### config.mk
export PLATFORM = sky130hd
export DESIGN_NAME = reset_and_power_up_sequencer
export DESIGN_NICKNAME = d
export VERILOG_FILES = /design/src/design/rst_seq_pkg.sv /design/src/design/reset_and_power_up_sequencer.sv
export SDC_FILE = /design/constraint.sdc
export NUM_CORES = 1
export LEC_CHECK = 0
export BUFFER_PORTS_ARGS = -buffer_cell sky130_fd_sc_hd__buf_2
export CAP_MARGIN = 20
export CORE_MARGIN = 10
export CORE_UTILIZATION = 45
export DETAILED_ROUTE_END_ITERATION = 6
export PLACE_DENSITY_LB_ADDON = 0.15
export SLEW_MARGIN = 20
export SYNTH_ARGS = -nofsm -noshare
export SYNTH_HDL_FRONTEND = slang
export SYNTH_SLANG_ARGS = --single-unit
### constraint.sdc
create_clock -name i_clock -period 1.55 [get_ports i_clock]
set_input_delay 0.155 -clock i_clock [delete_from_list [all_inputs] [get_ports i_clock]]
set_output_delay 0.155 -clock i_clock [all_outputs]
set_load 0.02 [all_outputs]
### src/design/rst_seq_pkg.sv
// constants for the reset and power-up sequencer
package rst_seq_pkg;
   localparam int unsigned CLOCK_HZ        = 50_000_000;
   localparam int unsigned PUDT_MS         = 96;
   // power-up delay in rc oscillator ticks; rc rate arbitrary default
   localparam int unsigned RC_HZ           = 1_000_000;
   localparam int unsigned PUDT_TICKS      = PUDT_MS * (RC_HZ / 1000);
   localparam int unsigned PUDT_W          = 24;
   localparam int unsigned PHASE_W         = 2;
   localparam logic [1:0]  PHASE_Q1        = 2'h0;
   localparam logic        TIMEOUT_FLAG_RST   = 1'h1;
   localparam logic        POWERDOWN_FLAG_RST = 1'h1;
   localparam logic [7:0]  RETAINED_RST    = 8'h00;
   localparam logic [7:0]  DEFINED_RST     = 8'h00;
   typedef enum logic [1:0] {
      ST_POWER_OFF = 2'h0,
      ST_WAIT_PIN  = 2'h1,
      ST_DELAY     = 2'h3,
      ST_RUN       = 2'h2
   } seq_state_t;
endpackage : rst_seq_pkg

### src/design/reset_and_power_up_sequencer.sv
// reset combiner, power-up delay timer, phase-clock hold and strobe safing
`timescale 1ns/1ps
`default_nettype none
module reset_and_power_up_sequencer #(
   parameter int unsigned PUDT_TICKS = rst_seq_pkg::PUDT_TICKS  // shorten in simulation
) (
   input  wire logic       i_clock,            // system clock, 50 MHz
   input  wire logic       i_rstn,             // async reset, active low
   input  wire logic       i_power_good,       // supply above trip point
   input  wire logic       i_falling_detect_en,// later variant: reset on supply fall
   input  wire logic       i_master_clear_pin_n, // master clear, active low
   input  wire logic       i_watchdog_timeout, // watchdog time-out pulse
   input  wire logic       i_halt,             // core in low-power halt
   input  wire logic       i_rc_tick,          // one pulse per rc oscillator tick
   input  wire logic       i_ext_fetch_mode,   // mode allows external fetch
   input  wire logic [7:0] i_retained_wdata,   // write data for retained register
   input  wire logic       i_retained_we,      // retained register write
   input  wire logic       i_flags_clr,        // software sets both flags to 1
   output logic            o_reset,            // internal reset, active high
   output logic [1:0]      o_phase,            // four-phase clock, 0 = Q1
   output logic            o_wake,             // wake-up pulse from halt
   output logic            o_address_latch_strobe_pin, // strobe level
   output logic            o_address_latch_strobe_oe,  // strobe enable
   output logic            o_output_enable_strobe_pin, // strobe level
   output logic            o_write_strobe_pin,  // strobe level
   output logic            o_strobe_oe,         // oe and write strobe enable
   output logic            o_timeout_flag,      // 0 after watchdog time-out
   output logic            o_powerdown_flag,    // 0 after halt entry
   output logic [1:0]      o_cause,             // 0 none,1 por,2 master_clear_pin,3 wdt
   output logic [7:0]      o_retained,          // register unaffected by reset
   output logic [7:0]      o_defined            // register with defined reset
);
   typedef struct packed {
      rst_seq_pkg::seq_state_t st;
      logic [23:0] cnt;
      logic        rel_a;
      logic        rel_b;
      logic        reset;
      logic [1:0]  phase;
      logic        wake;
      logic        ale;
      logic        ale_oe;
      logic        oe_s;
      logic        wr_s;
      logic        s_oe;
      logic        to_f;
      logic        pd_f;
      logic [1:0]  cause;
      logic [7:0]  retained;
      logic [7:0]  defined;
   } state_t;

   state_t q, d;
   logic   supply_bad;
   logic   master_clear_pin_run, master_clear_pin_halt, wdt_run, wdt_halt, req;
   // last count of the delay; the timer stops there rather than wrapping
   localparam logic [23:0] PUDT_W_END = 24'(PUDT_TICKS - 1);

   always_comb begin
      supply_bad = !i_power_good && (q.st == rst_seq_pkg::ST_RUN ? i_falling_detect_en : 1'b1);
      master_clear_pin_run   = !i_master_clear_pin_n && !i_halt;
      master_clear_pin_halt  = !i_master_clear_pin_n && i_halt;
      wdt_run    = i_watchdog_timeout && !i_halt && q.st == rst_seq_pkg::ST_RUN;
      wdt_halt   = i_watchdog_timeout && i_halt && q.st == rst_seq_pkg::ST_RUN;
      req        = supply_bad || !i_master_clear_pin_n || wdt_run || q.st != rst_seq_pkg::ST_RUN;
      d = q;
      d.wake = 1'b0;
      if (supply_bad) begin
         d.st  = rst_seq_pkg::ST_POWER_OFF;
         d.cnt = '0;
      end else begin
         unique case (q.st)
            rst_seq_pkg::ST_POWER_OFF: d.st = rst_seq_pkg::ST_WAIT_PIN;
            rst_seq_pkg::ST_WAIT_PIN: if (i_master_clear_pin_n) begin
               d.st  = rst_seq_pkg::ST_DELAY;
               d.cnt = '0;
            end
            rst_seq_pkg::ST_DELAY: if (i_rc_tick) begin
               if (q.cnt == PUDT_W_END) d.st = rst_seq_pkg::ST_RUN;
               else d.cnt = q.cnt + 24'h000001;
            end
            rst_seq_pkg::ST_RUN: ;
         endcase
      end
      // two-stage release; assert immediately, release three clocks after the request clears
      d.rel_a = !req;
      d.rel_b = q.rel_a && !req;
      d.reset = !(q.rel_b && !req);
      d.phase = d.reset ? rst_seq_pkg::PHASE_Q1 : q.phase + 2'h1;
      d.ale    = 1'b0;
      d.ale_oe = d.reset && i_ext_fetch_mode;
      d.oe_s   = 1'b1;
      d.wr_s   = 1'b1;
      d.s_oe   = d.reset && i_ext_fetch_mode;
      if (q.st == rst_seq_pkg::ST_POWER_OFF) begin
         d.cause = 2'h1;
         d.to_f  = 1'b1;
         d.pd_f  = 1'b1;
      end else if (wdt_run) begin
         d.cause = 2'h3;
         d.to_f  = 1'b0;
         d.pd_f  = 1'b1;
      end else if (wdt_halt) begin
         d.to_f  = 1'b0;
         d.pd_f  = 1'b0;
         d.wake  = 1'b1;
      end else if (master_clear_pin_halt) begin
         d.cause = 2'h2;
         d.pd_f  = 1'b0;
      end else if (master_clear_pin_run) begin
         d.cause = 2'h2;
      end else if (i_flags_clr) begin
         d.to_f = 1'b1;
         d.pd_f = 1'b1;
      end else if (i_halt && !q.reset) begin
         d.pd_f = 1'b0;
      end
      if (i_retained_we && !q.reset) d.retained = i_retained_wdata;
      if (q.reset && !wdt_halt) d.defined = rst_seq_pkg::DEFINED_RST;
      else if (i_retained_we) d.defined = i_retained_wdata;
   end

   always_ff @(posedge i_clock or negedge i_rstn) begin
      if (!i_rstn) begin
         q          <= '0;
         q.st       <= rst_seq_pkg::ST_POWER_OFF;
         q.reset    <= 1'b1;
         q.oe_s     <= 1'b1;
         q.wr_s     <= 1'b1;
         q.to_f     <= rst_seq_pkg::TIMEOUT_FLAG_RST;
         q.pd_f     <= rst_seq_pkg::POWERDOWN_FLAG_RST;
         q.retained <= rst_seq_pkg::RETAINED_RST;
         q.defined  <= rst_seq_pkg::DEFINED_RST;
      end else begin
         q <= d;
      end
   end

   assign o_reset                    = q.reset;
   assign o_phase                    = q.phase;
   assign o_wake                     = q.wake;
   assign o_address_latch_strobe_pin = q.ale;
   assign o_address_latch_strobe_oe  = q.ale_oe;
   assign o_output_enable_strobe_pin = q.oe_s;
   assign o_write_strobe_pin         = q.wr_s;
   assign o_strobe_oe                = q.s_oe;
   assign o_timeout_flag             = q.to_f;
   assign o_powerdown_flag           = q.pd_f;
   assign o_cause                    = q.cause;
   assign o_retained                 = q.retained;
   assign o_defined                  = q.defined;

   property p_phase_hold;
      @(posedge i_clock) disable iff (!i_rstn) o_reset |-> o_phase == rst_seq_pkg::PHASE_Q1;
   endproperty
   a_phase_hold: assert property (p_phase_hold) else $error("phase not held in reset");
   property p_strobes;
      @(posedge i_clock) disable iff (!i_rstn)
         (o_reset && o_strobe_oe) |-> (!o_address_latch_strobe_pin && o_output_enable_strobe_pin && o_write_strobe_pin);
   endproperty
   a_strobes: assert property (p_strobes) else $error("strobes not safe in reset");
   property p_supply;
      @(posedge i_clock) disable iff (!i_rstn) (!i_power_good && q.st != rst_seq_pkg::ST_RUN) |=> ##1 o_reset;
   endproperty
   a_supply: assert property (p_supply) else $error("reset not held on low supply");
   property p_delay;
      @(posedge i_clock) disable iff (!i_rstn) q.st == rst_seq_pkg::ST_DELAY |=> o_reset;
   endproperty
   a_delay: assert property (p_delay) else $error("reset released while delay runs");
   property p_tick_only;
      @(posedge i_clock) disable iff (!i_rstn)
         (q.st == rst_seq_pkg::ST_DELAY && !i_rc_tick && i_power_good) |=> $stable(q.cnt);
   endproperty
   a_tick_only: assert property (p_tick_only) else $error("delay counted without rc tick");
   property p_wdt_run;
      @(posedge i_clock) disable iff (!i_rstn) wdt_run && !supply_bad && q.st != rst_seq_pkg::ST_POWER_OFF
         |=> !o_timeout_flag && o_cause == 2'h3 ##1 o_reset;
   endproperty
   a_wdt_run: assert property (p_wdt_run) else $error("watchdog reset not flagged");
   property p_wake;
      @(posedge i_clock) disable iff (!i_rstn) wdt_halt && !supply_bad && !master_clear_pin_halt |=> o_wake && !o_powerdown_flag;
   endproperty
   a_wake: assert property (p_wake) else $error("halt watchdog not a wake-up");
   property p_retained;
      @(posedge i_clock) disable iff (!i_rstn) o_reset && !i_retained_we |=> $stable(o_retained);
   endproperty
   a_retained: assert property (p_retained) else $error("retained register changed by reset");
   property p_defined;
      @(posedge i_clock) disable iff (!i_rstn) o_reset && !wdt_halt |=> o_defined == rst_seq_pkg::DEFINED_RST;
   endproperty
   a_defined: assert property (p_defined) else $error("defined register not reset");
   property p_release;
      @(posedge i_clock) disable iff (!i_rstn) $fell(o_reset) |-> $past(q.rel_b);
   endproperty
   a_release: assert property (p_release) else $error("reset release not synchronised");
   c_release: cover property (@(posedge i_clock) disable iff (!i_rstn) $fell(o_reset));
   c_wdt:     cover property (@(posedge i_clock) disable iff (!i_rstn) wdt_run);
   c_wake:    cover property (@(posedge i_clock) disable iff (!i_rstn) o_wake);
   c_supply_fall: cover property (@(posedge i_clock) disable iff (!i_rstn)
      !i_power_good && i_falling_detect_en && q.st == rst_seq_pkg::ST_RUN);
   // later variant: a supply fall resets from any state, run included
   property p_supply_fall;
      @(posedge i_clock) disable iff (!i_rstn) (!i_power_good && i_falling_detect_en) |=> o_reset;
   endproperty
   a_supply_fall: assert property (p_supply_fall) else $error("reset not raised on supply fall");
   // out of reset the phase must step through all four states in turn
   property p_phase_run;
      @(posedge i_clock) disable iff (!i_rstn) !o_reset ##1 !o_reset |-> o_phase == $past(o_phase) + 2'h1;
   endproperty
   a_phase_run: assert property (p_phase_run) else $error("phase clock not advancing");
endmodule : reset_and_power_up_sequencer
`default_nettype wire

==> report_table.html, run 1 <==
<table>
<tr><th>Metric</th><th>Value</th></tr>
<tr><th colspan="2">Run status</th></tr>
<tr><td>Outcome</td><td>finished with violations</td></tr>
<tr><td>Violated checks</td><td>negative setup slack</td></tr>
<tr><th colspan="2">Final layout</th></tr>
<tr><td>Post-synthesis to final-layout area growth</td><td>39.10%</td></tr>
<tr><td>Fraction of final layout cells with drive strength greater than 1</td><td>0.4510</td></tr>
<tr><td>End-of-flow core utilization</td><td>0.6346</td></tr>
<tr><td>Fin nets</td><td>slightly above 400</td></tr>
<tr><td>ANT cells</td><td>0</td></tr>
<tr><td>Area of all placed cells without fillers</td><td>0.003984 sq mm</td></tr>
<tr><th colspan="2">Pwr</th></tr>
<tr><td>Pwr/cell area</td><td>between 700 and 800 mW/mm^2</td></tr>
<tr><td>Static Leakage</td><td>around 0.0019 uW</td></tr>
<tr><td>Peak supply drop</td><td>roughly 0.00048 V</td></tr>
<tr><td>Total power of the final layout</td><td>between 2000 and 3000 uW</td></tr>
<tr><th colspan="2">Timing</th></tr>
<tr><td>Min cycle time layout</td><td>roughly 1.8 ns</td></tr>
<tr><td>Min setup slack post-route</td><td>-0.2338 ns</td></tr>
<tr><td>Final count of pins violating max slew</td><td>0</td></tr>
<tr><td>Setup Viol. Count Final</td><td>24</td></tr>
<tr><td>Final period utilization</td><td>1.151</td></tr>
<tr><td>Fmax achieved</td><td>between 500 and 600 MHz</td></tr>
<tr><td>RSZ-0062 raised after global routing</td><td>true</td></tr>
<tr><td>Transition time at the pin with the least slew margin</td><td>~0.53 ns</td></tr>
<tr><td>Count of endpoints failing hold in the final timing report</td><td>0</td></tr>
<tr><td>Worst relative slew slack</td><td>0.6490</td></tr>
<tr><td>Total negative slack</td><td>-4.403 ns</td></tr>
<tr><td>Worst clock skew on the final layout</td><td>approximately 0.0036 ns</td></tr>
<tr><th colspan="2">Synthesis</th></tr>
<tr><td>Share of synthesized cell area in full adder, half adder and majority cells</td><td>0.004369</td></tr>
<tr><td>Share of cell area taken by muxes after synthesis</td><td>0.05941</td></tr>
<tr><td>Part of the Yosys area used for sequential elements</td><td>0.4644</td></tr>
<tr><td>Synth async-reset ratio</td><td>1.000</td></tr>
<tr><td>Portion of synthesized cell area occupied by the leading cell type</td><td>0.4369</td></tr>
<tr><td>Synthesized area divided by synthesized cell count</td><td>9.775 sq um</td></tr>
<tr><td>Yosys warnings</td><td>0</td></tr>
<tr><td>Unique cell type count in the Yosys netlist</td><td>48</td></tr>
<tr><td>Most area-hungry cell type in the Yosys netlist</td><td>sky130_fd_sc_hd__dfrtp_1</td></tr>
<tr><td>Top cells by count, synth</td><td>50 x sky130_fd_sc_hd__dfrtp_1, 25 x sky130_fd_sc_hd__nand2_1, 24 x sky130_fd_sc_hd__buf_4</td></tr>
<tr><td>Leading cell type by number of instances after synthesis</td><td>sky130_fd_sc_hd__dfrtp_1</td></tr>
<tr><td>Complex-gate fraction of the synthesized area</td><td>0.1852</td></tr>
<tr><td>Primary FF master, synth</td><td>sky130_fd_sc_hd__dfrtp_1</td></tr>
<tr><td>Cell area after technology mapping</td><td>about 0.0029 sq mm</td></tr>
<tr><td>Cell types occupying the most area after synthesis</td><td>sky130_fd_sc_hd__dfrtp_1 44%, sky130_fd_sc_hd__buf_4 6.3%, sky130_fd_sc_hd__o31ai_1 3.4%</td></tr>
<tr><td>Synth Instances</td><td>293</td></tr>
<tr><td>Dominant combinational cell family by area after synthesis</td><td>compound AO/OA/AOI/OAI gates</td></tr>
<tr><td>Synth Area in XOR/XNOR</td><td>0.003058</td></tr>
<tr><td>Simple logic cell fraction of the synthesized area</td><td>0.1787</td></tr>
<tr><td>Flops &amp; latches, synth</td><td>53</td></tr>
<tr><td>Number of synthesized flops with an enable pin</td><td>0</td></tr>
<tr><th colspan="2">Global routing</th></tr>
<tr><td>Via count of the first global-routing pass</td><td>2679</td></tr>
<tr><td>Pin count of the biggest net entering global routing</td><td>34</td></tr>
<tr><td>First-pass GRT wire length</td><td>between 10 and 15 mm</td></tr>
<tr><td>Aggregate global-route resource usage</td><td>0.1516</td></tr>
<tr><td>Initial antenna violation count</td><td>0</td></tr>
<tr><td>Congestion Overflow GR</td><td>0</td></tr>
<tr><th colspan="2">Detailed routing</th></tr>
<tr><td>WL/cell</td><td>roughly 17 um</td></tr>
<tr><td>Number of DRC markers after the initial detailed-route iteration</td><td>approximately 110</td></tr>
<tr><td>Vias</td><td>approximately 2600</td></tr>
<tr><td>Number of routed nets with antenna violations</td><td>0</td></tr>
<tr><td>Number of detailed-routing iterations run before antenna repair</td><td>4</td></tr>
<tr><td>Final wirelength</td><td>approximately 7.8 mm</td></tr>
<tr><td>DRC</td><td>0</td></tr>
<tr><td>Detail-routed via count per cell</td><td>5.559</td></tr>
<tr><th colspan="2">Min path</th></tr>
<tr><td>Worst min-delay path class</td><td>input pin to register</td></tr>
<tr><td>Hold wc startpoint</td><td>i_ext_fetch_mode</td></tr>
<tr><td>Number of stages on the worst hold path</td><td>2</td></tr>
<tr><td>Capture endpoint of the worst hold path</td><td>o_strobe_oe$_DFF_PN0_</td></tr>
<tr><th colspan="2">Critical path</th></tr>
<tr><td>Data required time at the worst endpoint</td><td>about 1.8 ns</td></tr>
<tr><td>Critical Path, Cell by Cell</td><td>nor4_2 -&gt; nand4_1 -&gt; nor3_4 -&gt; buf_6 -&gt; o21ai_1 -&gt; o31ai_1</td></tr>
<tr><td>Critical register-to-register path endpoint</td><td>q[32]$_DFFE_PN0P_</td></tr>
<tr><td>Category of the most critical setup path</td><td>register to register</td></tr>
<tr><td>Critical-path maximum fanout</td><td>12</td></tr>
<tr><td>Critical path's slowest cell</td><td>sky130_fd_sc_hd__dfrtp_2</td></tr>
<tr><td>Depth of the worst register-to-register path</td><td>6</td></tr>
<tr><td>Source of the worst register-to-register timing path</td><td>q[39]$_DFFE_PN0P_</td></tr>
<tr><td>Arrival time of the worst setup path</td><td>about 2.0 ns</td></tr>
<tr><td>Worst setup EP type</td><td>register</td></tr>
<tr><td>Critical path launch point type</td><td>register</td></tr>
<tr><td>Slowest Stage Delay on Critical Path</td><td>between 0.4 and 0.5 ns</td></tr>
<tr><td>Internal reg-to-reg setup slack</td><td>-0.23 ns</td></tr>
<tr><td>Family of cells with the greatest summed delay on the critical path</td><td>simple AND/OR/NAND/NOR gates</td></tr>
<tr><td>Buffer and inverter count on the worst path</td><td>1</td></tr>
<tr><th colspan="2">Placement</th></tr>
<tr><td>Dpl hpwl</td><td>approximately 5.4 mm</td></tr>
<tr><td>Minimum setup slack after placement</td><td>-0.2410 ns</td></tr>
<tr><td>Area post-placement</td><td>approximately 0.0034 sq mm</td></tr>
<tr><td>Weighted congestion reported at the end of routability-driven placement</td><td>0.9470</td></tr>
<tr><td>Number of port buffers</td><td>44</td></tr>
<tr><th colspan="2">Run</th></tr>
<tr><td>Number of maximum-capacitance constraint violations</td><td>0</td></tr>
<tr><th colspan="2">Die</th></tr>
<tr><td>Die W</td><td>approximately 100 um</td></tr>
<tr><td>I/O pins</td><td>between 40 and 50</td></tr>
<tr><td>Core area</td><td>around 0.0063 sq mm</td></tr>
<tr><td>Die footprint</td><td>0.009955 sq mm</td></tr>
<tr><td>Number of rows in the core area</td><td>29</td></tr>
<tr><td>Initial core utilization</td><td>0.4562</td></tr>
<tr><td>Chip Height</td><td>roughly 100 um</td></tr>
<tr><th colspan="2">Clocking</th></tr>
<tr><td>Clock Latency Late Sink</td><td>slightly above 0.3 ns</td></tr>
<tr><td>Maximum level of the CTS H-tree</td><td>2</td></tr>
<tr><td>Number of clock sinks</td><td>53</td></tr>
<tr><td>CTS max path bufs</td><td>2</td></tr>
<tr><td>CTS Root Buffer Type</td><td>sky130_fd_sc_hd__clkbuf_8</td></tr>
<tr><td>TritonCTS Buffers</td><td>5</td></tr>
<tr><td>Clk slew on worst S/H paths</td><td>around 0.09 ns</td></tr>
<tr><td>Clock tree from TritonCTS</td><td>built</td></tr>
</table>
[placed cells by master (no fill, tap or decap), types with 3 or more instances in the layout]
cell and count:
sky130_fd_sc_hd__nand4_1 9, sky130_fd_sc_hd__nand2_1 25, sky130_fd_sc_hd__inv_1 8, sky130_fd_sc_hd__a21oi_1 14, sky130_fd_sc_hd__buf_4 66, sky130_fd_sc_hd__a21oi_2 4, sky130_fd_sc_hd__dfstp_2 3, sky130_fd_sc_hd__o31ai_1 10
sky130_fd_sc_hd__a31oi_4 6, sky130_fd_sc_hd__clkbuf_8 6, sky130_fd_sc_hd__nor2_1 17, sky130_fd_sc_hd__o21ai_0 8, sky130_fd_sc_hd__nand3_1 4, sky130_fd_sc_hd__mux2i_1 8, sky130_fd_sc_hd__dfrtp_1 49, sky130_fd_sc_hd__mux2_1 8
sky130_fd_sc_hd__o21ai_1 11, sky130_fd_sc_hd__buf_6 11, sky130_fd_sc_hd__and2_1 5, sky130_fd_sc_hd__buf_2 44, sky130_fd_sc_hd__o21a_1 3, sky130_fd_sc_hd__buf_12 3, sky130_fd_sc_hd__a21o_1 3, sky130_fd_sc_hd__a31oi_1 8
sky130_fd_sc_hd__conb_1 3
[state kept, by name, summed over array words and instances, names as in the netlist]
name              cells
o_defined             8
q                    28
o_timeout_flag        1
o_phase               2
o_strobe_oe           1
o_powerdown_flag      1
o_retained            8
o_cause               2
o_reset               1
o_wake                1
[what timing repair did]
| item | in CTS | in global routing |
|---|---|---|
| setup endpoints to repair | 32 | 26 |
| endpoints found under the hold margin | 17 | 0 |
| pin swaps | 16 | 13 |
| buffers inserted | 11 | 11 |
| cloned | 0 | 0 |
| hold buffers | 1 | 0 |
| resized for setup | 17 | 27 |
[final cells by class]
cell class                      instances  area [sq um]
Fill cell                             529          2293
Multi-Input combinational cell        193          1493
Sequential cell                        53          1331
Timing Repair Buffer                  125         909.6
Tap cell                               77         96.34
Clock buffer                            6         82.58
Clock inverter                          2         37.54
Inverter                                9         33.78
[cells by family (layout without fill, tap and decap cells)]
group | Yosys count | in the layout
simple gates | 88 | 88
compound gates | 84 | 84
flops | 53 | 53
buf+inv | 48 | 142
mux | 16 | 16
other cells | 2 | 3
fa+ha+maj | 1 | 1
xor+xnor | 1 | 1
[worst max-delay path by stage]
stage,from,to,depth (start not counted)
final,q[39]$_DFFE_PN0P_,q[32]$_DFFE_PN0P_,6
after global routing,q[52]$_DFFE_PN0P_,q[32]$_DFFE_PN0P_,6
after CTS,q[31]$_DFFE_PN0P_,q[49]$_DFFE_PN0P_,7
after detailed placement,q[31]$_DFFE_PN0P_,q[49]$_DFFE_PN0P_,6
after global placement,q[31]$_DFFE_PN0P_,q[49]$_DFFE_PN0P_,6
after floorplan,q[31]$_DFFE_PN0P_,q[39]$_DFFE_PN0P_,7
[report_power, final]
part           switching, uW  internal [uW]  leakage, uW
combinational            269            185      0.00115
sequential              27.9           1430     0.000708
clock                    459            525    0.0000574
total                    756           2140      0.00192
[per-stage QoR]
stage	hold WS, ns	cells
4_1_cts	0.05480	455
6_report	0.05266	465
2_1_floorplan	-0.1406	294
3_3_place_gp	0.1509	435
3_5_place_dp	0.1545	435
5_1_grt	0.06206	465
[metal layers]
metal  share of wire  GRT usage  vias up
met5               0          0        -
met4           0.018    0.04079        0
met3           0.069    0.04327       18
met2            0.50     0.2598       84
met1            0.41     0.1812     1255
li1                -          -     1228
Power figures use the tool's default switching activity.
==> run 2: changes to the inputs <==
PLACE_DENSITY = 0.74   (was not set)
PLACE_DENSITY_LB_ADDON = not set   (was 0.15)
==> report_table.html, run 2 (synthesis gave the netlist of run 1 again) <==
<table>
<tr><th>Metric</th><th>Value</th></tr>
<tr><th colspan="2">Clocking</th></tr>
<tr><td>Number of clock sinks</td><td>53 (unchanged)</td></tr>
<tr><td>Clk slew on worst S/H paths</td><td>0.10 ns (about the same)</td></tr>
<tr><td>Maximum level of the CTS H-tree</td><td>2 (unchanged)</td></tr>
<tr><td>CTS Root Buffer Type</td><td>sky130_fd_sc_hd__clkbuf_8</td></tr>
<tr><td>TritonCTS Buffers</td><td>5 (unchanged)</td></tr>
<tr><td>Clock tree from TritonCTS</td><td>built</td></tr>
<tr><td>CTS max path bufs</td><td>2 (unchanged)</td></tr>
<tr><td>Clock Latency Late Sink</td><td>0.31 ns (about the same)</td></tr>
<tr><th colspan="2">Final layout</th></tr>
<tr><td>Flip-flop count of the largest register, all copies and words added</td><td>28 (unchanged)</td></tr>
<tr><td>Fraction of final layout cells with drive strength greater than 1</td><td>0.4022 (-0.04886)</td></tr>
<tr><td>Register with the highest flop count</td><td>q</td></tr>
<tr><td>Most common cell after layout, fill and taps aside</td><td>sky130_fd_sc_hd__buf_4</td></tr>
<tr><td>Fin nets</td><td>387 (-4.9%)</td></tr>
<tr><td>Filler Cell Count</td><td>523 (-1.1%)</td></tr>
<tr><td>Highest-count cells in the layout ignoring fill and taps</td><td>54 x sky130_fd_sc_hd__buf_4, 48 x sky130_fd_sc_hd__dfrtp_1, 44 x sky130_fd_sc_hd__buf_2</td></tr>
<tr><td>ANT cells</td><td>0 (unchanged)</td></tr>
<tr><td>Post-synthesis to final-layout area growth</td><td>28.70%</td></tr>
<tr><td>Area of all placed cells without fillers</td><td>0.003686 sq mm (-7.5%)</td></tr>
<tr><td>Flip-flop and latch area</td><td>0.001333 sq mm (about the same)</td></tr>
<tr><td>Area used by multi-input combinational logic</td><td>0.001415 sq mm (-5.2%)</td></tr>
<tr><th colspan="2">Detailed routing</th></tr>
<tr><td>Total length of routed met3 wires</td><td>675 um (+26%)</td></tr>
<tr><td>Final wirelength</td><td>7.478 mm (-3.6%)</td></tr>
<tr><td>WL/cell</td><td>16.80 um (+0.68%)</td></tr>
<tr><td>Detail-routed via count per cell</td><td>5.629 (+1.3%)</td></tr>
<tr><td>Routed met2 length</td><td>3.628 mm (-6.5%)</td></tr>
<tr><td>Number of DRC markers after the initial detailed-route iteration</td><td>250 (+140%)</td></tr>
<tr><td>Number of detailed-routing iterations run before antenna repair</td><td>4 (unchanged)</td></tr>
<tr><td>Number of routed nets with antenna violations</td><td>0 (unchanged)</td></tr>
<tr><td>Total routed wire length on the met1 layer</td><td>2.960 mm (-7.5%)</td></tr>
<tr><td>Vias</td><td>2505 (-3.1%)</td></tr>
<tr><td>Highest metal layer used by the detailed router</td><td>met4</td></tr>
<tr><td>DRC</td><td>0 (unchanged)</td></tr>
<tr><th colspan="2">Run status</th></tr>
<tr><td>Outcome</td><td>finished with violations</td></tr>
<tr><td>Violated checks</td><td>negative setup slack</td></tr>
<tr><th colspan="2">Timing</th></tr>
<tr><td>RSZ-0062 raised after global routing</td><td>true</td></tr>
<tr><td>Count of endpoints failing hold in the final timing report</td><td>0 (unchanged)</td></tr>
<tr><td>Min cycle time layout</td><td>1.751 ns (-0.03235 ns)</td></tr>
<tr><td>Worst clock skew on the final layout</td><td>0.005513 ns (+0.001887 ns)</td></tr>
<tr><td>Fmax achieved</td><td>571.0 MHz (+1.8%)</td></tr>
<tr><td>Setup Viol. Count Final</td><td>24 (unchanged)</td></tr>
<tr><td>Final count of pins violating max slew</td><td>0 (unchanged)</td></tr>
<tr><td>Final period utilization</td><td>1.130 (-0.02087)</td></tr>
<tr><td>Min setup slack post-route</td><td>-0.2014 ns (+0.03235 ns)</td></tr>
<tr><th colspan="2">Die</th></tr>
<tr><td>Die W</td><td>99.78 um (unchanged)</td></tr>
<tr><td>Initial core utilization</td><td>0.4562 (unchanged)</td></tr>
<tr><td>Core area</td><td>0.006277 sq mm (unchanged)</td></tr>
<tr><td>Chip Height</td><td>99.78 um (unchanged)</td></tr>
<tr><td>I/O pins</td><td>48 (unchanged)</td></tr>
<tr><td>Die footprint</td><td>0.009955 sq mm (unchanged)</td></tr>
<tr><td>Number of rows in the core area</td><td>29 (unchanged)</td></tr>
<tr><th colspan="2">Pwr</th></tr>
<tr><td>Pwr/cell area</td><td>723.6 mW/mm^2 (-0.55%)</td></tr>
<tr><td>Internal power contribution</td><td>1920 uW (-10%)</td></tr>
<tr><td>Static Leakage</td><td>0.001765 uW (-7.9%)</td></tr>
<tr><td>Combinational share of power</td><td>0.159 (+0.002)</td></tr>
<tr><td>Fraction of power spent switching nets</td><td>0.2801 (+0.01933)</td></tr>
<tr><td>Peak supply drop</td><td>0.0004228 V (-12%)</td></tr>
<tr><td>Switching power summed over all nets</td><td>747.3 uW (-1.2%)</td></tr>
<tr><td>Sequential group share of total power</td><td>0.549 (+0.045)</td></tr>
<tr><td>Clk pwr share</td><td>0.292 (-0.048)</td></tr>
<tr><th colspan="2">Global routing</th></tr>
<tr><td>Via count of the first global-routing pass</td><td>2526 (-5.7%)</td></tr>
<tr><td>Aggregate global-route resource usage</td><td>0.1497 (-0.001949)</td></tr>
<tr><td>Initial antenna violation count</td><td>0 (unchanged)</td></tr>
<tr><td>First-pass GRT wire length</td><td>12.37 mm (-2.3%)</td></tr>
<tr><td>Pin count of the biggest net entering global routing</td><td>27 (-21%)</td></tr>
<tr><td>Congestion Overflow GR</td><td>0 (unchanged)</td></tr>
<tr><th colspan="2">Critical path</th></tr>
<tr><td>Worst setup EP type</td><td>register</td></tr>
<tr><td>Critical-path maximum fanout</td><td>5 (-7)</td></tr>
<tr><td>Data required time at the worst endpoint</td><td>1.75 ns (about the same)</td></tr>
<tr><td>Category of the most critical setup path</td><td>register to register</td></tr>
<tr><td>Critical path launch point type</td><td>register</td></tr>
<tr><td>Arrival time of the worst setup path</td><td>1.95 ns (-0.03 ns)</td></tr>
<tr><th colspan="2">Placement</th></tr>
<tr><td>Minimum setup slack after placement</td><td>-0.2149 ns (+0.02606 ns)</td></tr>
<tr><td>Dpl hpwl</td><td>5.413 mm (+0.32%)</td></tr>
<tr><td>Number of port buffers</td><td>44 (unchanged)</td></tr>
<tr><td>Weighted congestion reported at the end of routability-driven placement</td><td>0.9324 (-1.5%)</td></tr>
<tr><td>Area post-placement</td><td>0.003382 sq mm (-1.9%)</td></tr>
<tr><th colspan="2">Run</th></tr>
<tr><td>Number of maximum-capacitance constraint violations</td><td>0 (unchanged)</td></tr>
<tr><th colspan="2">Min path</th></tr>
<tr><td>Worst min-delay path class</td><td>input pin to register</td></tr>
</table>
[run 2: power groups by stage]
| stage | logic (uW) | registers (uW) | clock network (uW) |
|---|---|---|---|
| 4_1_cts | 413 | 1460 | 802 |
| 6_report | 423 | 1470 | 779 |
| 3_3_place_gp | 385 | 1490 | 0 |
| 3_5_place_dp | 396 | 1490 | 0 |
| 5_1_grt | 463 | 1470 | 858 |
| 2_1_floorplan | 229 | 1500 | 0 |
[run 2: through the flow]
stage               total power (uW)  std cells  TNS (ns)  hold slack, ns    util
floorplan                       1725        294   -0.1643         -0.1406       -
global placement                1874        428    -1.907          0.1138  0.5388
detailed placement              1887        428    -3.944          0.1162  0.5388
CTS                             2680        441    -3.041         0.05445  0.5721
global route                    2794        445    -6.282         0.05281  0.5872
finish                          2667        445    -3.587         0.05489  0.5872
[run 2: cell type report]
class,instances,share of cell area
Multi-Input combinational cell,193,0.3839
Sequential cell,53,0.3615
Timing Repair Buffer,105,0.1955
Tap cell,77,0.02614
Clock buffer,6,0.01969
Inverter,9,0.009165
Clock inverter,2,0.004073
[run 2: path summary, 6_finish.rpt]
check,startpoint,to,slack (ns),depth (start not counted)
max,q[48]$_DFFE_PN0P_,q[43]$_DFFE_PN0P_,-0.20,7
min,i_ext_fetch_mode,o_strobe_oe$_DFF_PN0_,0.05,2
max reg2reg,q[48]$_DFFE_PN0P_,q[43]$_DFFE_PN0P_,-0.20,7
min reg2reg,q[29]$_DFF_PN0_,o_reset$_DFF_PN1_,0.43,1
max in group asynchronous,i_rstn,q[55]$_DFFE_PN0P_,0.70,3
min in group asynchronous,i_rstn,o_cause[1]$_DFFE_PN0P_,0.31,2
[run 2: critical path, stage by stage, from the launching register on]
cell                        delay [ns]
sky130_fd_sc_hd__dfrtp_1          0.42
sky130_fd_sc_hd__nor4b_4          0.35
sky130_fd_sc_hd__nand4_1          0.23
sky130_fd_sc_hd__buf_4            0.21
sky130_fd_sc_hd__o21ai_2          0.11
sky130_fd_sc_hd__buf_6            0.15
sky130_fd_sc_hd__nor2_2           0.04
sky130_fd_sc_hd__a2bb2oi_1        0.13
[run 2: repair_timing]
action	CTS	global route
endpoints found under the setup margin	23	33
hold buffers	1	0
pin swaps	12	6
buffers inserted	4	3
cloned	0	1
endpoints found under the hold margin	11	0
resized for setup	13	17
[run 2: metal layers]
layer	up-vias	GRT usage
li1	1194	-
met1	1195	0.1768
met2	96	0.2499
met3	20	0.04876
met4	0	0.05072
met5	-	0
==> run 3: changes to the inputs <==
PLACE_DENSITY = 0.71   (was 0.74)
clock period = 2 ns   (was 1.55 ns; I/O delays follow)
==> report_table.html, run 3 (synthesis gave the netlist of run 1 again) <==
<table>
<tr><th>Metric</th><th>Value</th></tr>
<tr><th colspan="2">Run status</th></tr>
<tr><td>Outcome</td><td>finished with violations</td></tr>
<tr><td>Violated checks</td><td>negative hold slack</td></tr>
<tr><th colspan="2">Clocking</th></tr>
<tr><td>Clock Latency Late Sink</td><td>0.30 ns (about the same)</td></tr>
<tr><td>CTS max path bufs</td><td>2 (unchanged)</td></tr>
<tr><td>TritonCTS Buffers</td><td>5 (unchanged)</td></tr>
<tr><td>Hold-fix buffer count after cts</td><td>0 (-1)</td></tr>
<tr><td>Maximum level of the CTS H-tree</td><td>2 (unchanged)</td></tr>
<tr><td>Clk slew on worst S/H paths</td><td>0.10 ns (about the same)</td></tr>
<tr><td>Clock tree from TritonCTS</td><td>built</td></tr>
<tr><td>Number of clock sinks</td><td>53 (unchanged)</td></tr>
<tr><td>CTS Root Buffer Type</td><td>sky130_fd_sc_hd__clkbuf_8</td></tr>
<tr><th colspan="2">Pwr</th></tr>
<tr><td>Internal power contribution</td><td>1448 uW (-25%)</td></tr>
<tr><td>Combinational share of power</td><td>0.130 (-0.029)</td></tr>
<tr><td>Fraction of power spent switching nets</td><td>0.2731 (-0.007058)</td></tr>
<tr><td>Pwr/cell area</td><td>632.4 mW/mm^2 (-13%)</td></tr>
<tr><td>Switching power summed over all nets</td><td>543.9 uW (-27%)</td></tr>
<tr><td>Sequential group share of total power</td><td>0.569 (+0.020)</td></tr>
<tr><td>Peak supply drop</td><td>0.0003173 V (-25%)</td></tr>
<tr><td>Clk pwr share</td><td>0.300 (+0.008)</td></tr>
<tr><td>Static Leakage</td><td>0.001516 uW (-14%)</td></tr>
<tr><th colspan="2">Final layout</th></tr>
<tr><td>Filler Cell Count</td><td>587 (+12%)</td></tr>
<tr><td>Flip-flop count of the largest register, all copies and words added</td><td>28 (unchanged)</td></tr>
<tr><td>Fraction of final layout cells with drive strength greater than 1</td><td>0.2562 (-0.1460)</td></tr>
<tr><td>End-of-flow core utilization</td><td>0.5017 (-0.08551)</td></tr>
<tr><td>Most common cell after layout, fill and taps aside</td><td>sky130_fd_sc_hd__dfrtp_1</td></tr>
<tr><td>Register with the highest flop count</td><td>q</td></tr>
<tr><td>Post-synthesis to final-layout area growth</td><td>9.961%</td></tr>
<tr><td>Highest-count cells in the layout ignoring fill and taps</td><td>50 x sky130_fd_sc_hd__dfrtp_1, 44 x sky130_fd_sc_hd__buf_2, 25 x sky130_fd_sc_hd__nand2_1</td></tr>
<tr><td>Fin nets</td><td>343 (-11%)</td></tr>
<tr><td>ANT cells</td><td>0 (unchanged)</td></tr>
<tr><th colspan="2">Global routing</th></tr>
<tr><td>First-pass GRT wire length</td><td>10.49 mm (-15%)</td></tr>
<tr><td>Aggregate global-route resource usage</td><td>0.1262 (-0.02348)</td></tr>
<tr><td>Initial antenna violation count</td><td>0 (unchanged)</td></tr>
<tr><td>Via count of the first global-routing pass</td><td>2144 (-15%)</td></tr>
<tr><td>Pin count of the biggest net entering global routing</td><td>54 (+100%)</td></tr>
<tr><td>Congestion Overflow GR</td><td>0 (unchanged)</td></tr>
<tr><th colspan="2">Timing</th></tr>
<tr><td>RSZ-0062 raised after global routing</td><td>false</td></tr>
<tr><td>Transition time at the pin with the least slew margin</td><td>0.6815 ns</td></tr>
<tr><td>Total negative slack</td><td>0 ns (+3.587 ns)</td></tr>
<tr><td>Setup Viol. Count Final</td><td>0 (-100%)</td></tr>
<tr><td>Worst relative slew slack</td><td>0.5457</td></tr>
<tr><td>Final count of pins violating max slew</td><td>0 (unchanged)</td></tr>
<tr><td>Min cycle time layout</td><td>1.833 ns (+0.08152 ns)</td></tr>
<tr><td>Worst clock skew on the final layout</td><td>0.005129 ns (-0.0003837 ns)</td></tr>
<tr><td>Min setup slack post-route</td><td>0.1671 ns (+0.3685 ns)</td></tr>
<tr><td>Count of endpoints failing hold in the final timing report</td><td>3 (+3)</td></tr>
<tr><td>Worst Hold Slack</td><td>-0.002947 ns (-0.05783 ns)</td></tr>
<tr><td>Final period utilization</td><td>0.9165 (-0.2135)</td></tr>
<tr><td>Fmax achieved</td><td>545.6 MHz (-4.4%)</td></tr>
<tr><th colspan="2">Critical path</th></tr>
<tr><td>Slowest Stage Delay on Critical Path</td><td>0.44 ns (+0.02 ns)</td></tr>
<tr><td>Critical Path, Cell by Cell</td><td>nor4_1 -&gt; and4_1 -&gt; a21oi_2 -&gt; buf_4 -&gt; a41oi_1 -&gt; a31oi_1</td></tr>
<tr><td>Data required time at the worst endpoint</td><td>2.17 ns (+0.42 ns)</td></tr>
<tr><td>CP Launch Point</td><td>q[52]$_DFFE_PN0P_</td></tr>
<tr><td>Critical path's slowest cell</td><td>sky130_fd_sc_hd__dfrtp_1</td></tr>
<tr><td>Critical-path maximum fanout</td><td>6 (+1)</td></tr>
<tr><td>Worst setup EP type</td><td>register</td></tr>
<tr><td>Internal reg-to-reg setup slack</td><td>0.17 ns (+0.37 ns)</td></tr>
<tr><td>Depth of the worst register-to-register path</td><td>6 (-1)</td></tr>
<tr><td>Arrival time of the worst setup path</td><td>2.00 ns (+0.05 ns)</td></tr>
<tr><td>Capturing element of the worst setup path</td><td>q[34]$_DFFE_PN0P_</td></tr>
<tr><td>Category of the most critical setup path</td><td>register to register</td></tr>
<tr><td>Critical register-to-register path endpoint</td><td>q[34]$_DFFE_PN0P_</td></tr>
<tr><td>Critical path launch point type</td><td>register</td></tr>
<tr><td>Source of the worst register-to-register timing path</td><td>q[52]$_DFFE_PN0P_</td></tr>
<tr><th colspan="2">Detailed routing</th></tr>
<tr><td>Final wirelength</td><td>6.293 mm (-16%)</td></tr>
<tr><td>Detail-routed via count per cell</td><td>5.569 (-1.1%)</td></tr>
<tr><td>Number of routed nets with antenna violations</td><td>0 (unchanged)</td></tr>
<tr><td>Number of detailed-routing iterations run before antenna repair</td><td>4 (unchanged)</td></tr>
<tr><td>DRC</td><td>0 (unchanged)</td></tr>
<tr><td>Number of DRC markers after the initial detailed-route iteration</td><td>121 (-52%)</td></tr>
<tr><td>Vias</td><td>2233 (-11%)</td></tr>
<tr><td>WL/cell</td><td>15.69 um (-6.6%)</td></tr>
<tr><th colspan="2">Die</th></tr>
<tr><td>Core area</td><td>0.006277 sq mm (unchanged)</td></tr>
<tr><td>I/O pins</td><td>48 (unchanged)</td></tr>
<tr><td>Die W</td><td>99.78 um (unchanged)</td></tr>
<tr><td>Number of rows in the core area</td><td>29 (unchanged)</td></tr>
<tr><td>Die footprint</td><td>0.009955 sq mm (unchanged)</td></tr>
<tr><td>Initial core utilization</td><td>0.4562 (unchanged)</td></tr>
<tr><td>Chip Height</td><td>99.78 um (unchanged)</td></tr>
<tr><th colspan="2">Placement</th></tr>
<tr><td>Minimum setup slack after placement</td><td>0.002965 ns (+0.2179 ns)</td></tr>
<tr><td>Number of port buffers</td><td>44 (unchanged)</td></tr>
<tr><td>Weighted congestion reported at the end of routability-driven placement</td><td>0.8992 (-3.6%)</td></tr>
<tr><td>Dpl hpwl</td><td>4.589 mm (-15%)</td></tr>
<tr><th colspan="2">Run</th></tr>
<tr><td>Number of maximum-capacitance constraint violations</td><td>0 (unchanged)</td></tr>
<tr><th colspan="2">Min path</th></tr>
<tr><td>Worst min-delay path class</td><td>input pin to async pin</td></tr>
</table>
## run 3: changes by cell type in the layout (fill, tap and decap cells not counted), moves of 3 or more
cell,previous run,this run
sky130_fd_sc_hd__o21ai_1,6,10
sky130_fd_sc_hd__o31ai_2,4,0
sky130_fd_sc_hd__o21ai_2,4,0
sky130_fd_sc_hd__buf_6,4,0
sky130_fd_sc_hd__a31oi_1,12,15
sky130_fd_sc_hd__o31ai_1,8,13
sky130_fd_sc_hd__buf_4,54,17
## run 3: what timing repair did
item	CTS	global route
setup buffers	0	0
setup endpoints to repair	1	1
resized for setup	1	1
hold endpoints to repair	0	0
pin swaps	0	1
## run 3: final cells by class
| class | count | area [sq um] | area share |
|---|---|---|---|
| Sequential cell | 53 | 1330 | 0.4223 |
| Multi-Input combinational cell | 193 | 1254 | 0.3981 |
| Timing Repair Buffer | 61 | 347.8 | 0.1104 |
| Tap cell | 77 | 96.34 | 0.03059 |
| Clock buffer | 6 | 72.57 | 0.02304 |
| Inverter | 9 | 33.78 | 0.01073 |
| Clock inverter | 2 | 15.01 | 0.004768 |
## run 3: critical path: cells and delay by family, from the launching register on
family / cells / cell delay, ns
flip-flops: 1 / 0.44
AO/OA/AOI/OAI: 3 / 0.37
AND/OR/NAND/NOR: 2 / 0.73
buffers and inverters: 1 / 0.17
## run 3: per-stage QoR
stage / std cells / power, uW / cell area (sq um)
6_report: 401 / 1992 / 3149
3_3_place_gp: 393 / 1412 / 3053
5_1_grt: 401 / 2108 / 3149
4_1_cts: 401 / 2026 / 3143
2_1_floorplan: 294 / 1335 / 2868
3_5_place_dp: 393 / 1418 / 3053
## run 3: power by group through the flow
stage          clock network [uW]  registers (uW)  logic (uW)
2_1_floorplan                   0            1160         175
3_3_place_gp                    0            1150         257
3_5_place_dp                    0            1160         262
4_1_cts                       627            1130         264
5_1_grt                       678            1140         291
6_report                      598            1130         259
## run 3: metal layers
layer  GRT usage  vias to the layer above  part of all wire
li1            -                     1106                 -
met1      0.1590                     1062              0.45
met2      0.2026                       60              0.46
met3     0.03984                        5             0.078
met4     0.03638                        0            0.0097
met5           0                        -                 0
## run 3: how the worst min path moves through the flow
stage | from | to | cells after the start
2_1_floorplan | i_rstn | o_cause[0]$_DFFE_PN0P_ | 0
3_3_place_gp | i_rstn | o_phase[0]$_DFF_PN0_ | 2
3_5_place_dp | i_rstn | o_phase[1]$_DFF_PN0_ | 2
4_1_cts | i_rstn | o_retained[0]$_DFFE_PN0P_ | 2
5_1_grt | i_rstn | o_phase[1]$_DFF_PN0_ | 2
6_report | i_rstn | o_phase[1]$_DFF_PN0_ | 2
